==> config.mk <==
export PLATFORM = sky130hd
export DESIGN_NAME = dsw_status_word
export DESIGN_NICKNAME = d
export VERILOG_FILES = /design/src/hdl/dsw_pkg.sv /design/src/hdl/dsw_mon_if.sv /design/src/hdl/dsw_event_cnt.sv /design/src/hdl/dsw_reg_mon.sv /design/src/hdl/dsw_status_word.sv
export SDC_FILE = /design/constraint.sdc
export NUM_CORES = 1
export LEC_CHECK = 0
export BUFFER_PORTS_ARGS = -buffer_cell sky130_fd_sc_hd__buf_2
export CAP_MARGIN = 20
export CORE_ASPECT_RATIO = 0.8
export CORE_MARGIN = 2
export CORE_UTILIZATION = 30
export CTS_BUF_LIST = sky130_fd_sc_hd__clkbuf_4 sky130_fd_sc_hd__clkbuf_8
export DETAILED_ROUTE_END_ITERATION = 10
export GPL_ROUTABILITY_DRIVEN = 0
export HOLD_SLACK_MARGIN = 0.06
export SLEW_MARGIN = 20
export SYNTH_ARGS = -nofsm -noshare
export SYNTH_HDL_FRONTEND = slang
export SYNTH_SLANG_ARGS = --single-unit
export TNS_END_PERCENT = 30
==> constraint.sdc <==
create_clock -name clk_i -period 2 [get_ports clk_i]
set_clock_uncertainty 0.05 [all_clocks]
set_input_delay 0 -clock clk_i [delete_from_list [all_inputs] [get_ports clk_i]]
set_output_delay 0 -clock clk_i [all_outputs]
set_load 0.01 [all_outputs]
==> src/hdl/dsw_pkg.sv <==
package dsw_pkg;
    localparam int              SW_W          = 22;
    localparam logic [SW_W-1:0] SW_RESET      = 22'h000000;
    localparam int              BIT_SUP_HIGH  = 0;
    localparam int              BIT_SUP_LOW   = 1;
    localparam int              BIT_HEAT_WARN = 2;
    localparam int              BIT_STAGE_ONE = 3;
    localparam int              BIT_STAGE_TWO = 4;
    localparam int              BIT_MAIN_REG  = 5;
    localparam int              BIT_AUX_REG   = 6;
    localparam int              BIT_PHASE_LO  = 7;
    localparam int              BIT_RETRY_LO  = 9;
    localparam int              BIT_WDC_LO    = 12;
    localparam int              BIT_KICK      = 16;
    localparam int              BIT_BUS_LOW   = 17;
    localparam int              BIT_BUS_HIGH  = 18;
    localparam int              BIT_TX_STUCK  = 19;
    localparam int              BIT_UNUSED_LO = 20;
    localparam int              PHASE_W       = 2;
    localparam int              RETRY_W       = 3;
    localparam int              WDC_W         = 4;
    localparam int              UNUSED_W      = 2;
    localparam logic [2:0]      RETRY_MAX     = 3'h7;
    localparam logic [3:0]      WDC_MAX       = 4'hf;
    localparam int              CLK_PERIOD_NS = 4;
    localparam int              FAIL_MIN_NS   = 2000;
    localparam int              FAIL_CYC      = (FAIL_MIN_NS + CLK_PERIOD_NS - 1) / CLK_PERIOD_NS;
    localparam int              TURN_ON_NS    = 4000000;
    localparam int              TURN_ON_CYC   = TURN_ON_NS / CLK_PERIOD_NS;
    localparam int              DOM_TOUT_NS   = 10000000;
    localparam int              DOM_TOUT_CYC  = DOM_TOUT_NS / CLK_PERIOD_NS;
    localparam int              AI_SUP_HIGH   = 0;
    localparam int              AI_SUP_LOW    = 1;
    localparam int              AI_HEAT_WARN  = 2;
    localparam int              AI_STAGE_ONE  = 3;
    localparam int              AI_STAGE_TWO  = 4;
    localparam int              AI_MAIN_LOW   = 5;
    localparam int              AI_AUX_LOW    = 6;
    localparam int              AI_BUS_LOW    = 7;
    localparam int              AI_BUS_HIGH   = 8;
    localparam int              AI_TXD        = 9;
    localparam int              AI_W          = 10;
    localparam int              REG_N         = 2;

    typedef enum logic [1:0] {
        PHASE_ACTIVE    = 2'b00,
        PHASE_MAIN_STBY = 2'b01,
        PHASE_BATT_STBY = 2'b10,
        PHASE_FLASH     = 2'b11
    } dsw_phase_t;

    typedef enum logic [1:0] {
        MON_OFF  = 2'b00,
        MON_RAMP = 2'b01,
        MON_RUN  = 2'b10
    } dsw_mon_state_t;
endpackage

==> src/hdl/dsw_mon_if.sv <==
`timescale 1ns/10ps
interface dsw_mon_if;
    logic enable;
    logic below;
    logic clear;
    logic fault;

    modport mon (
        input  enable,
        input  below,
        input  clear,
        output fault
    );

    modport ctl (
        output enable,
        output below,
        output clear,
        input  fault
    );
endinterface

==> src/hdl/dsw_event_cnt.sv <==
`timescale 1ns/10ps
module dsw_event_cnt #(
    parameter int         W   = 4,
    parameter logic [W-1:0] MAX = '1
) (
    input  wire logic         clk_i,
    input  wire logic         resetn_i,
    input  wire logic         inc_i,
    input  wire logic         clr_i,
    output logic      [W-1:0] count_o
);
    logic [W-1:0] count_r;
    logic [W-1:0] count_nxt;
    wire          at_max = (count_r == MAX);

    // Clear wins over a simultaneous increment; count saturates
    assign count_nxt = clr_i ? '0 : ((inc_i && !at_max) ? count_r + 1'b1 : count_r);
    assign count_o   = count_r;

    always_ff @(posedge clk_i or negedge resetn_i) begin
        if (!resetn_i) begin
            count_r <= '0;
        end else begin
            count_r <= count_nxt;
        end
    end

    AST_CNT_CLEAR: assert property (@(posedge clk_i) disable iff (!resetn_i)
        clr_i |=> count_r == '0) else $error("Counter not cleared");
    AST_CNT_STEP: assert property (@(posedge clk_i) disable iff (!resetn_i)
        inc_i && !clr_i && !at_max |=> count_r == $past(count_r) + 1'b1)
        else $error("Counter missed an increment");
endmodule

==> src/hdl/dsw_reg_mon.sv <==
`timescale 1ns/10ps
module dsw_reg_mon #(
    parameter int RAMP_CYC = dsw_pkg::TURN_ON_CYC,
    parameter int LOW_CYC  = dsw_pkg::FAIL_CYC
) (
    input  wire logic clk_i,
    input  wire logic resetn_i,
    dsw_mon_if.mon    mon
);
    import dsw_pkg::*;
    localparam int RW = $clog2(RAMP_CYC + 1);
    localparam int LW = $clog2(LOW_CYC + 2);

    dsw_mon_state_t state_r;
    dsw_mon_state_t state_nxt;
    logic [RW-1:0]  ramp_r;
    logic [LW-1:0]  low_r;
    logic [LW-1:0]  seen_r;
    logic           fault_r;

    wire ramp_done = (ramp_r == RW'(RAMP_CYC - 1));
    wire low_done  = (low_r == LW'(LOW_CYC));
    wire ramp_fail = (state_r == MON_RAMP) && ramp_done && mon.below;
    wire run_fail  = (state_r == MON_RUN) && mon.below && low_done;
    wire set_fault = ramp_fail || run_fail;

    always_comb begin
        state_nxt = state_r;
        case (state_r)
            MON_OFF:  if (mon.enable) state_nxt = MON_RAMP;
            MON_RAMP: begin
                if (!mon.enable) state_nxt = MON_OFF;
                else if (ramp_done) state_nxt = MON_RUN;
            end
            MON_RUN:  if (!mon.enable) state_nxt = MON_OFF;
            default:  state_nxt = MON_OFF;
        endcase
    end

    assign mon.fault = fault_r;

    always_ff @(posedge clk_i or negedge resetn_i) begin
        if (!resetn_i) begin
            state_r <= MON_OFF;
            ramp_r  <= '0;
            low_r   <= '0;
            fault_r <= 1'b0;
        end else begin
            state_r <= state_nxt;
            ramp_r  <= (state_r == MON_RAMP) ? ramp_r + 1'b1 : '0;
            if (state_r != MON_RUN || !mon.below) low_r <= '0;
            else if (!low_done) low_r <= low_r + 1'b1;
            fault_r <= set_fault || (fault_r && !mon.clear);
        end
    end

    // Consecutive low cycles while running, for checking only
    always_ff @(posedge clk_i or negedge resetn_i) begin
        if (!resetn_i) seen_r <= '0;
        else if (state_r != MON_RUN || !mon.below) seen_r <= '0;
        else if (seen_r != LW'(LOW_CYC + 1)) seen_r <= seen_r + 1'b1;
    end

    AST_LOW_TOO_LONG: assert property (@(posedge clk_i) disable iff (!resetn_i)
        seen_r == LW'(LOW_CYC + 1) && state_r == MON_RUN |-> fault_r)
        else $error("Long low output not flagged");
    AST_RAMP_CHECK: assert property (@(posedge clk_i) disable iff (!resetn_i)
        state_r == MON_RAMP && ramp_done && mon.below && mon.enable |=>
        fault_r && state_r == MON_RUN)
        else $error("Low output at end of turn-on not flagged");
    AST_FAULT_HOLD: assert property (@(posedge clk_i) disable iff (!resetn_i)
        fault_r && !mon.clear |=> fault_r) else $error("Fault dropped without clear");
endmodule

==> src/hdl/dsw_status_word.sv <==
`timescale 1ns/10ps
// Summary of operation
// - Control register 1 access returns this word
// - Twenty-two bits, read-only, top two zero
// - Bits 0 and 1: supply high, low
// - Bit 2: warning above 130 degrees
// - Bit 3: stage one, outputs off
// - Bit 4: stage two, outputs and main regulator off
// - Bit 5: main regulator below 2V fault
// - Bit 6: auxiliary regulator below 2V fault
// - Bits 8:7 phase; main standby readout wakes
// - Bits 11:9 thermal restart failure count
// - Bits 15:12 watchdog time-out count
// - Valid kick or forced sleep clears count
// - Bit 16 echoes the kick bit
// - Bits 17-19 bus line and transmit faults
// - Guard-off bit disables transmit stuck supervision
module dsw_status_word #(
    parameter int TURN_ON_CYC  = dsw_pkg::TURN_ON_CYC,
    parameter int DOM_TOUT_CYC = dsw_pkg::DOM_TOUT_CYC
) (
    input  wire logic                      clk_i,
    input  wire logic                      resetn_i,
    input  wire logic                      supply_high_i,
    input  wire logic                      supply_low_i,
    input  wire logic                      heat_warn_i,
    input  wire logic                      heat_stage_one_i,
    input  wire logic                      heat_stage_two_i,
    input  wire logic                      main_reg_low_i,
    input  wire logic                      aux_reg_low_i,
    input  wire logic                      bus_line_low_i,
    input  wire logic                      bus_line_high_i,
    input  wire logic                      txd_i,
    input  wire logic                      main_reg_on_i,
    input  wire logic                      aux_reg_on_i,
    input  dsw_pkg::dsw_phase_t            power_phase_i,
    input  wire logic                      restart_fail_i,
    input  wire logic                      restart_ok_i,
    input  wire logic                      wd_timeout_i,
    input  wire logic                      wd_valid_kick_i,
    input  wire logic                      wd_sleep_entry_i,
    input  wire logic                      kick_bit_i,
    input  wire logic                      transmit_stuck_guard_off_i,
    input  wire logic                      frame_start_i,
    input  wire logic                      frame_ctrl1_i,
    output logic      [dsw_pkg::SW_W-1:0]  status_word_o,
    output logic                           status_load_o,
    output logic                           wake_req_o,
    output logic                           outputs_off_o,
    output logic                           main_reg_off_o,
    output logic                           txd_blocked_o
);
    import dsw_pkg::*;
    localparam int TW = $clog2(DOM_TOUT_CYC + 1);

    logic [AI_W-1:0]    async_in;
    logic [AI_W-1:0]    meta_r;
    logic [AI_W-1:0]    sync_r;
    logic [REG_N-1:0]   reg_on;
    logic [REG_N-1:0]   reg_low;
    logic [REG_N-1:0]   reg_fault;
    logic [TW-1:0]      dom_cnt_r;
    logic [TW-1:0]      dom_cnt_nxt;
    logic               tx_stuck_r;
    logic               tx_stuck_nxt;
    logic [SW_W-1:0]    status_word_r;
    logic               status_load_r;
    logic               wake_req_r;
    logic               outputs_off_r;
    logic               main_reg_off_r;
    logic [RETRY_W-1:0] thermal_retry_count;
    logic [WDC_W-1:0]   watchdog_timeout_count;
    logic [SW_W-1:0]    live_word;
    dsw_phase_t         read_phase;

    // Comparator and pin inputs from outside the clock domain
    assign async_in[AI_SUP_HIGH]  = supply_high_i;
    assign async_in[AI_SUP_LOW]   = supply_low_i;
    assign async_in[AI_HEAT_WARN] = heat_warn_i;
    assign async_in[AI_STAGE_ONE] = heat_stage_one_i;
    assign async_in[AI_STAGE_TWO] = heat_stage_two_i;
    assign async_in[AI_MAIN_LOW]  = main_reg_low_i;
    assign async_in[AI_AUX_LOW]   = aux_reg_low_i;
    assign async_in[AI_BUS_LOW]   = bus_line_low_i;
    assign async_in[AI_BUS_HIGH]  = bus_line_high_i;
    assign async_in[AI_TXD]       = txd_i;

    genvar gi;
    generate
        for (gi = 0; gi < AI_W; gi++) begin : g_sync
            always_ff @(posedge clk_i or negedge resetn_i) begin
                // Transmit pin resets to recessive, its idle level
                if (!resetn_i) begin
                    meta_r[gi] <= (gi == AI_TXD);
                    sync_r[gi] <= (gi == AI_TXD);
                end else begin
                    meta_r[gi] <= async_in[gi];
                    sync_r[gi] <= meta_r[gi];
                end
            end
        end
    endgenerate

    wire supply_high_flag  = sync_r[AI_SUP_HIGH];
    wire supply_low_flag   = sync_r[AI_SUP_LOW];
    wire heat_warning_flag = sync_r[AI_HEAT_WARN];
    wire thermal_stage_one = sync_r[AI_STAGE_ONE];
    wire thermal_stage_two = sync_r[AI_STAGE_TWO];
    wire bus_line_low_fault  = sync_r[AI_BUS_LOW];
    wire bus_line_high_fault = sync_r[AI_BUS_HIGH];
    wire txd_dominant        = !sync_r[AI_TXD];
    wire kick_bit_echo       = kick_bit_i;
    wire read_req            = frame_start_i && frame_ctrl1_i;
    wire wake_on_read        = read_req && (power_phase_i == PHASE_MAIN_STBY);

    // Regulator supervision, one monitor per regulator
    assign reg_on  = {aux_reg_on_i, main_reg_on_i};
    assign reg_low = {sync_r[AI_AUX_LOW], sync_r[AI_MAIN_LOW]};

    generate
        for (gi = 0; gi < REG_N; gi++) begin : g_reg
            dsw_mon_if reg_if ();
            assign reg_if.enable = reg_on[gi];
            assign reg_if.below  = reg_low[gi];
            assign reg_if.clear  = read_req;
            assign reg_fault[gi] = reg_if.fault;
            dsw_reg_mon #(
                .RAMP_CYC (TURN_ON_CYC),
                .LOW_CYC  (FAIL_CYC)
            ) u_mon (
                .clk_i    (clk_i),
                .resetn_i (resetn_i),
                .mon      (reg_if)
            );
        end
    endgenerate

    wire main_regulator_fault = reg_fault[0];
    wire aux_regulator_fault  = reg_fault[1];

    dsw_event_cnt #(
        .W   (RETRY_W),
        .MAX (RETRY_MAX)
    ) u_retry (
        .clk_i    (clk_i),
        .resetn_i (resetn_i),
        .inc_i    (restart_fail_i),
        .clr_i    (restart_ok_i),
        .count_o  (thermal_retry_count)
    );

    dsw_event_cnt #(
        .W   (WDC_W),
        .MAX (WDC_MAX)
    ) u_wdc (
        .clk_i    (clk_i),
        .resetn_i (resetn_i),
        .inc_i    (wd_timeout_i),
        .clr_i    (wd_valid_kick_i || wd_sleep_entry_i),
        .count_o  (watchdog_timeout_count)
    );

    // Dominant transmit supervision
    wire dom_expired = (dom_cnt_r == TW'(DOM_TOUT_CYC));
    assign dom_cnt_nxt = (transmit_stuck_guard_off_i || !txd_dominant) ? '0 :
                         (dom_expired ? dom_cnt_r : dom_cnt_r + 1'b1);
    assign tx_stuck_nxt = !transmit_stuck_guard_off_i && txd_dominant &&
                          (tx_stuck_r || dom_expired);
    wire transmit_stuck_fault = tx_stuck_r;

    // A readout in main standby wakes the device, so active is reported
    assign read_phase = (power_phase_i == PHASE_MAIN_STBY) ? PHASE_ACTIVE : power_phase_i;

    assign live_word = {
        {UNUSED_W{1'b0}},
        transmit_stuck_fault,
        bus_line_high_fault,
        bus_line_low_fault,
        kick_bit_echo,
        watchdog_timeout_count,
        thermal_retry_count,
        read_phase,
        aux_regulator_fault,
        main_regulator_fault,
        thermal_stage_two,
        thermal_stage_one,
        heat_warning_flag,
        supply_low_flag,
        supply_high_flag
    };

    always_ff @(posedge clk_i or negedge resetn_i) begin
        if (!resetn_i) begin
            dom_cnt_r  <= '0;
            tx_stuck_r <= 1'b0;
        end else begin
            dom_cnt_r  <= dom_cnt_nxt;
            tx_stuck_r <= tx_stuck_nxt;
        end
    end

    // Snapshot taken once per control register 1 transfer
    always_ff @(posedge clk_i or negedge resetn_i) begin
        if (!resetn_i) begin
            status_word_r <= SW_RESET;
            status_load_r <= 1'b0;
            wake_req_r    <= 1'b0;
        end else begin
            if (read_req) status_word_r <= live_word;
            status_load_r <= read_req;
            wake_req_r    <= wake_on_read;
        end
    end

    // Output shutdown on thermal stages
    always_ff @(posedge clk_i or negedge resetn_i) begin
        if (!resetn_i) begin
            outputs_off_r  <= 1'b0;
            main_reg_off_r <= 1'b0;
        end else begin
            outputs_off_r  <= thermal_stage_one || thermal_stage_two;
            main_reg_off_r <= thermal_stage_two;
        end
    end

    assign status_word_o  = status_word_r;
    assign status_load_o  = status_load_r;
    assign wake_req_o     = wake_req_r;
    assign outputs_off_o  = outputs_off_r;
    assign main_reg_off_o = main_reg_off_r;
    assign txd_blocked_o  = tx_stuck_r;

    AST_READ_SNAPSHOT: assert property (@(posedge clk_i) disable iff (!resetn_i)
        read_req |=> status_load_o &&
        status_word_o[BIT_AUX_REG:BIT_SUP_HIGH] == $past(live_word[BIT_AUX_REG:BIT_SUP_HIGH]))
        else $error("Readout did not load the status word");
    AST_RESERVED_ZERO: assert property (@(posedge clk_i) disable iff (!resetn_i)
        status_word_o[SW_W-1:BIT_UNUSED_LO] == '0) else $error("Reserved bits not zero");
    AST_WORD_STABLE: assert property (@(posedge clk_i) disable iff (!resetn_i)
        !read_req |=> $stable(status_word_o) && !status_load_o)
        else $error("Status word changed outside a readout");
    AST_WAKE_READ: assert property (@(posedge clk_i) disable iff (!resetn_i)
        read_req && power_phase_i == PHASE_MAIN_STBY |=> wake_req_o &&
        status_word_o[BIT_PHASE_LO+:PHASE_W] == PHASE_ACTIVE)
        else $error("Standby readout did not wake");
    AST_KICK_ECHO: assert property (@(posedge clk_i) disable iff (!resetn_i)
        read_req |=> status_word_o[BIT_KICK] == $past(kick_bit_i))
        else $error("Kick bit not echoed");
    AST_STAGE_ONE_OFF: assert property (@(posedge clk_i) disable iff (!resetn_i)
        thermal_stage_one |=> outputs_off_o) else $error("Outputs on in stage one");
    AST_STAGE_TWO_OFF: assert property (@(posedge clk_i) disable iff (!resetn_i)
        thermal_stage_two |=> outputs_off_o && main_reg_off_o)
        else $error("Main regulator on in stage two");
    AST_GUARD_OFF: assert property (@(posedge clk_i) disable iff (!resetn_i)
        transmit_stuck_guard_off_i |=> !txd_blocked_o)
        else $error("Transmit fault raised with guard off");
    AST_WD_FIELD: assert property (@(posedge clk_i) disable iff (!resetn_i)
        wd_valid_kick_i |=> watchdog_timeout_count == '0)
        else $error("Watchdog count not cleared by kick");
    AST_FULL_SNAPSHOT: assert property (@(posedge clk_i) disable iff (!resetn_i)
        read_req |=> status_word_o == $past(live_word))
        else $error("Readout word differs from live fields");
    AST_REFUSED_SELECT: assert property (@(posedge clk_i) disable iff (!resetn_i)
        frame_start_i && !frame_ctrl1_i |=> !status_load_o && $stable(status_word_o))
        else $error("Other register transfer loaded the word");
    AST_SUPPLY_FIELDS: assert property (@(posedge clk_i) disable iff (!resetn_i)
        read_req |=> status_word_o[BIT_SUP_LOW:BIT_SUP_HIGH] ==
        $past({supply_low_flag, supply_high_flag}))
        else $error("Supply flags not captured");
    AST_HEAT_FIELD: assert property (@(posedge clk_i) disable iff (!resetn_i)
        read_req |=> status_word_o[BIT_HEAT_WARN] == $past(heat_warning_flag))
        else $error("Heat warning not captured");
    AST_STAGE_FIELDS: assert property (@(posedge clk_i) disable iff (!resetn_i)
        read_req |=> status_word_o[BIT_STAGE_TWO:BIT_STAGE_ONE] ==
        $past({thermal_stage_two, thermal_stage_one}))
        else $error("Thermal stages not captured");
    AST_REG_FIELDS: assert property (@(posedge clk_i) disable iff (!resetn_i)
        read_req |=> status_word_o[BIT_AUX_REG:BIT_MAIN_REG] == $past(reg_fault))
        else $error("Regulator faults not captured");
    AST_PHASE_PASS: assert property (@(posedge clk_i) disable iff (!resetn_i)
        read_req && power_phase_i != PHASE_MAIN_STBY |=> !wake_req_o &&
        status_word_o[BIT_PHASE_LO+:PHASE_W] == $past(power_phase_i))
        else $error("Phase field or wake wrong outside standby");
    AST_RETRY_FIELD: assert property (@(posedge clk_i) disable iff (!resetn_i)
        read_req |=> status_word_o[BIT_RETRY_LO+:RETRY_W] == $past(thermal_retry_count))
        else $error("Retry count not captured");
    AST_WD_COUNT_FIELD: assert property (@(posedge clk_i) disable iff (!resetn_i)
        read_req |=> status_word_o[BIT_WDC_LO+:WDC_W] == $past(watchdog_timeout_count))
        else $error("Watchdog count not captured");
    AST_WD_SLEEP_CLEAR: assert property (@(posedge clk_i) disable iff (!resetn_i)
        wd_sleep_entry_i |=> watchdog_timeout_count == '0)
        else $error("Watchdog count not cleared by sleep entry");
    AST_BUS_FIELDS: assert property (@(posedge clk_i) disable iff (!resetn_i)
        read_req |=> status_word_o[BIT_TX_STUCK:BIT_BUS_LOW] ==
        $past({tx_stuck_r, bus_line_high_fault, bus_line_low_fault}))
        else $error("Bus line flags not captured");
    AST_TX_STUCK_SET: assert property (@(posedge clk_i) disable iff (!resetn_i)
        !transmit_stuck_guard_off_i && txd_dominant && dom_expired |=> txd_blocked_o)
        else $error("Dominant time-out not flagged");
    AST_TX_RECESSIVE: assert property (@(posedge clk_i) disable iff (!resetn_i)
        !txd_dominant |=> !txd_blocked_o)
        else $error("Transmit fault held while recessive");
    AST_STAGE_ONE_KEEP: assert property (@(posedge clk_i) disable iff (!resetn_i)
        !thermal_stage_two |=> !main_reg_off_o)
        else $error("Main regulator off without stage two");
    AST_TEMP_OK_ON: assert property (@(posedge clk_i) disable iff (!resetn_i)
        !thermal_stage_one && !thermal_stage_two |=> !outputs_off_o)
        else $error("Outputs off without thermal stage");
endmodule

---- After elaboration in Yosys (flattened, before gate mapping) ----
Index checks and enable logic that the tools add are counted.
storage, ports and cells
  output and inout bits ................... 27
  register bits ........................... 138
operators by class
  $add $sub $neg .......................... 7
  reductions and logical operators ........ 39
  eq/ne operators ......................... 23
  multiplexer cells ....................... 23
operator list
  cell                     count
  $mux W22                 2
  $add A20 B1 Y20 const B  2
  $eq A20 B20 Y1 const B   2
  $mux W20                 2
  $mux W9                  4
  $add A22 B1 Y22 const B  1
  $eq A22 B22 Y1 const B   1
  $add A9 B1 Y9 const B    2
  $eq A9 B9 Y1 const B     2
  $mux W2                  9
  $logic_and A1 B1 Y1      16
  $ne A2 B2 Y1 const B     8
  $pmux W2 S3              2
  $logic_or A1 B1 Y1       10
  $mux W4                  2
  $logic_not A1 Y1         7
  $eq A2 B1 Y1 const B     3
  $mux W3                  2
  $ne A3 B2 Y1 const B     2
  $reduce_and A3 Y1        2
  $add A4 B1 Y4 const B    1
  $eq A2 B2 Y1 const B     2
  $eq A4 B4 Y1 const B     1
  $logic_not A2 Y1         2
  4 further kinds          5

---- Depth between registers and ports, before layout ----
  word-level depth ........................ 5
  gate-level depth with buffers ........... 6
  gate-level depth less buffers ........... 6

---- Modules after synthesis ----
A second synthesis with hierarchy kept.
unflattened totals
  cells, all modules ...................... 568
  area total of the unflattened synthesis .. 6339.8 um^2
by module, submodules not included
  module                    area each (um^2)  sequential area each (um^2)  cells each  instances
  dsw_reg_mon               1631.6            800.8                        161         2
  dsw_status_word           2663.8            1679.1                       211         1
  dsw_event_cnt at u_wdc    229.0             100.1                        20          1
  dsw_event_cnt at u_retry  183.9             75.1                         15          1

---- Worst setup path after synthesis ----
No wires, ideal clock.
  path kind ............................... reg2reg
  start ................................... register g_reg[1].u_mon.ramp_r[0]
  end ..................................... register g_reg[1].u_mon.ramp_r[18]
  slack ................................... -0.045 ns
  cell stages (with the launch flop) ...... 7
  buffers on the path ..................... 1
  data arrival time ....................... 1.917 ns
  clock period less this slack ............ 2.045 ns
  data required time ...................... 1.872 ns
  setup time .............................. 0.078 ns
  path through ............................ dfrtp_1 -> ha_1 -> nand2_1 -> or4_1 -> buf_2 -> or4_1 -> a21oi_1
on the way
  word-level cells in the longest chain between the ends .. 2
RTL lines
  what                    line               text
  start, declared         dsw_reg_mon.sv:16  logic [RW-1:0] ramp_r;
  start signal, assigned  dsw_reg_mon.sv:50  ramp_r <= (state_r == MON_RAMP) ? ramp_r + 1'b1 : '0;
  $add A20 B1 Y20         dsw_reg_mon.sv:50
  $mux W20                dsw_reg_mon.sv:50
Every way passes these cells.
A chain may end at the register's enable or synchronous reset.

---- Final worst setup path ----
Same ends and word-level chain as after synthesis.

==> results.rst <==
.. list-table::
   :header-rows: 1

   * - Metric
     - Value
   * - Switching part of the total
     - 22.7%
   * - Maximum fanout along the worst path
     - 8
   * - Detailed Route WL
     - approximately 12 mm
   * - Longest individual stage delay on the worst path
     - roughly 560 ps
   * - CP cell instances
     - ha_2, nand2_2, or4_4, or4_1, a21oi_1
   * - Area added between synthesis and finish
     - 23.9%
   * - Number of fillers in the final layout
     - just under 2,000
   * - Average instance area after synthesis
     - between 10 and 15 um2
   * - Switching component of the power
     - ~0.0013 W
   * - Most frequent cells in the layout
     - dfrtp_1, nor2_1, buf_2
   * - Clock root cell
     - clkbuf_8
   * - Clock latency on the worst-skew pair
     - approximately 440 ps
   * - Via count of the first global-routing pass
     - 4,248
   * - Worst slew margin relative to its limit
     - roughly 50%
   * - Post-layout min period
     - 1920 ps
   * - Port Buffers
     - between 40 and 50
   * - Minimum setup slack after placement
     - -2.57 ps
   * - Slowest stage cell on the critical path
     - or4_4
   * - Boundary Pins
     - 52
   * - Instance count after placement with tap cells included
     - 892
   * - Endpoint required time on the critical path
     - about 2300 ps
   * - Reg clk slew, reported paths
     - roughly 80 ps
   * - Number of non-filler instances in the completed layout
     - between 900 and 1,000
   * - Gr usage total
     - 11.9%
   * - Register area
     - around 3500 um2
   * - Number of clock buffers inserted by TritonCTS
     - 17
   * - Post-detailed-route via-to-cell ratio
     - between 4 and 5
   * - Mapped Area
     - between 6000 and 7000 um2
   * - Setup repair after global routing missed its margin
     - yes
   * - Relative contribution of the clock network to total power
     - 42.4%
   * - Finished layout cell area
     - approximately 7600 um2
   * - Overall overflow remaining after global route
     - 0
   * - Accumulated negative setup slack
     - 0 ps
   * - Total of flip-flops plus latches after synthesis
     - 138
   * - Die Span Y
     - between 100 and 150 um
   * - Most common cell after layout, fill and taps aside
     - dfrtp_1
   * - Final number of max-transition violations
     - 0
   * - Number of max-cap violations
     - 0
   * - Fraction of layout cells with a size suffix above 1
     - a little over a fifth
   * - Leakage Power
     - between 3 and 4 nW
   * - Run status
     - completed
   * - Category of the worst setup path capture point
     - flop
   * - Number of buffers and inverters on the critical path
     - 0
   * - Initial standard-cell utilization of the core
     - between 30% and 40%
   * - Die area
     - approximately 22,000 um2
   * - Worst hold path class
     - in -> reg
   * - Post-DRT Antenna Nets
     - 0
   * - Post-placement cell area
     - about 6800 um2
   * - Final worst-path setup slack
     - between 70 and 80 ps
   * - Max rail drop VDD
     - 0.000376 V
   * - Number of failing hold endpoints at the final stage
     - 0
   * - Footprint of the multi-input gates
     - ~2500 um2
   * - Tcrit/Tclk final
     - a little over nine tenths
   * - Number of nets in the layout
     - around 700
   * - Core region area
     - between 15,000 and 20,000 um2
   * - Average wire per cell in the routed design
     - ~12 um
   * - Maximum number of pins on one net before global-route repair
     - 46
   * - Final HPWL DP
     - around 7.9 mm
   * - Share of total power in sequential cells
     - roughly half
   * - TritonCTS clock tree
     - yes
   * - Count of different cell masters after synthesis
     - between 40 and 50
   * - Worst hold slack
     - 142 ps
   * - Fraction of power consumed by combinational cells
     - between 6 and 7%
   * - Die X-Extent
     - ~160 um
   * - Top achievable clock speed
     - roughly 520 MHz
   * - Number of rows created at floorplan
     - 46
   * - Post-detailed-route DRC marker count
     - 0
   * - Sequential-to-total area share from yosys stat
     - 56.6%
   * - Via count of the routed design
     - around 4,400
   * - Clock Sinks
     - approximately 140
   * - Number of DRC markers after the initial detailed-route iteration
     - between 300 and 400
   * - Final Setup Violations
     - 0
   * - Number of antenna cells inserted
     - 0
   * - Total power divided by cell area
     - between 700 and 800 nW/um2
   * - Number of iterations in the first detailed-routing pass
     - 4
   * - First-pass GRT wire length
     - 20.8 mm
   * - Transition at the pin with the smallest max-transition slack
     - approximately 750 ps
   * - Startpoint type of the worst setup path
     - flop
   * - Post-synthesis instance total
     - between 500 and 600
   * - Dominant delay contributor by cell family on the critical path
     - simple AND/OR/NAND/NOR gates
   * - Number of antenna violations at the first check in global routing
     - 0
   * - Count of synthesis-stage warnings from yosys
     - 0
   * - H-tree levels
     - 4
   * - Arrival time worst endpoint
     - about 2200 ps
   * - Start-to-end type of the worst setup path
     - reg -> reg
   * - Internal power consumption
     - 0.00438 W
   * - Number of buffers on the longest clock path
     - 2
[power by group through the flow]
stage	registers [W]	logic (W)	clock network, W
after floorplan	0.00299	0.000112	0
after global placement	0.00297	0.000310	0
after detailed placement	0.00297	0.000312	0
after CTS	0.00292	0.000360	0.00249
after global routing	0.00293	0.000395	0.00262
final	0.00292	0.000349	0.00240
[sequential cells by signal (all words and copies together), names as in the netlist]
name,cells
g.u_mon.ramp_r,40
dom_cnt_r,22
status_word_o,20
g.u_mon.low_r,18
meta_r,10
g.u_mon.state_r,4
u_wdc.count_o,4
u_retry.count_o,3
g.reg_if.below,2
g.u_mon.mon.fault,2
bus_line_high_fault,1
bus_line_low_fault,1
heat_warning_flag,1
main_reg_off_o,1
outputs_off_o,1
status_load_o,1
supply_high_flag,1
supply_low_flag,1
sync_r,1
thermal_stage_one,1
thermal_stage_two,1
txd_blocked_o,1
wake_req_o,1
[cells in the mapped netlist, drive strengths merged]
| master | number | area (um2) |
|---|---|---|
| nand3b | 1 | 7.51 |
| or4 | 13 | 97.6 |
| a221o | 1 | 10.0 |
| o21ai | 19 | 95.1 |
| a21oi | 26 | 130 |
| o21a | 3 | 22.5 |
| nor3b | 2 | 15.0 |
| or3 | 20 | 131 |
| inv | 19 | 71.3 |
| nand2 | 44 | 165 |
| or2 | 3 | 18.8 |
| dfstp | 2 | 52.6 |
| nor4 | 11 | 68.8 |
| xnor2 | 24 | 210 |
| nor2b | 5 | 31.3 |
| o41ai | 1 | 8.76 |
| nand4b | 2 | 17.5 |
| o211ai | 3 | 22.5 |
| o31ai | 8 | 60.1 |
| conb | 1 | 3.75 |
| and2 | 3 | 18.8 |
| a41o | 2 | 20.0 |
| nand4 | 18 | 113 |
| clkbuf | 17 | 63.8 |
| nand3 | 33 | 170 |
| xor2 | 16 | 140 |
| ha | 11 | 138 |
| mux2 | 19 | 214 |
| and3 | 4 | 25.0 |
| nor2 | 59 | 221 |
| a31o | 2 | 17.5 |
| nor4b | 4 | 35.0 |
| buf | 5 | 35.0 |
| nor3 | 16 | 80.1 |
| and4 | 3 | 26.3 |
| mux2i | 7 | 70.1 |
| and3b | 1 | 8.76 |
| nand2b | 7 | 43.8 |
| a31oi | 3 | 18.8 |
| dfrtp | 136 | 3400 |
[area by class of cell]
type,count,area share (%)
clock inverters,11,1.90
repair buffers,105,10.4
clock buffers,21,3.74
inverters,19,0.943
multi-input cells,396,33.0
flip-flops and latches,138,45.7
well taps,264,4.37
[kinds of logic after synthesis]
family	share of synthesized area (%)
multiplexers	4.65
adder cells (fa/ha/maj)	2.26
XOR/XNOR	5.74
AO/OA/AOI/OAI	6.64
buffers and inverters	2.79
other	0.0615
AND/OR/NAND/NOR	21.2
flip-flops	56.6
[metrics by stage]
stage | util (%) | power (W)
floorplan | - | 0.00310
global placement | 34.3 | 0.00328
detailed placement | 34.3 | 0.00328
CTS | 38.0 | 0.00577
global route | 38.1 | 0.00595
finish | 38.1 | 0.00567
[worst reg2reg max path, stage by stage, from the launching register on]
cell	delay, ps
dfrtp_1	360
ha_2	190
nand2_2	60
or4_4	560
or4_1	490
a21oi_1	130
[per-layer routing]
metal	up-vias	global-route usage [%]	wire length, um	part of all wire (%)
li1	2235	-	-	-
met1	2095	17.6	6350	54
met2	76	16.5	4920	41
met3	8	3.06	439	3.7
met4	0	4.53	150	1.3
met5	-	0	0	0
[path summary, 6_finish.rpt]
path,startpoint,to,slack [ps],depth (start not counted)
setup / recovery,g_reg[1].u_mon.ramp_r[0],g_reg[1].u_mon.ramp_r[18],80,5
min in group asynchronous,resetn_i,g_reg[1].u_mon.ramp_r[13],570,4
hold / removal,supply_high_i,meta_r[0],140,2
hold reg to reg,meta_r[8],bus_line_high_fault,300,0
max in group asynchronous,resetn_i,meta_r[9],1010,4
setup reg to reg,g_reg[1].u_mon.ramp_r[0],g_reg[1].u_mon.ramp_r[18],80,5
[timing repair]
item	4_1_cts	5_1_grt
resized for setup	1	2
setup buffers	0	0
hold buffers	30	0
endpoints found under the setup margin	3	5
endpoints found under the hold margin	169	0
No activity file was read; power rests on OpenSTA's default activity.
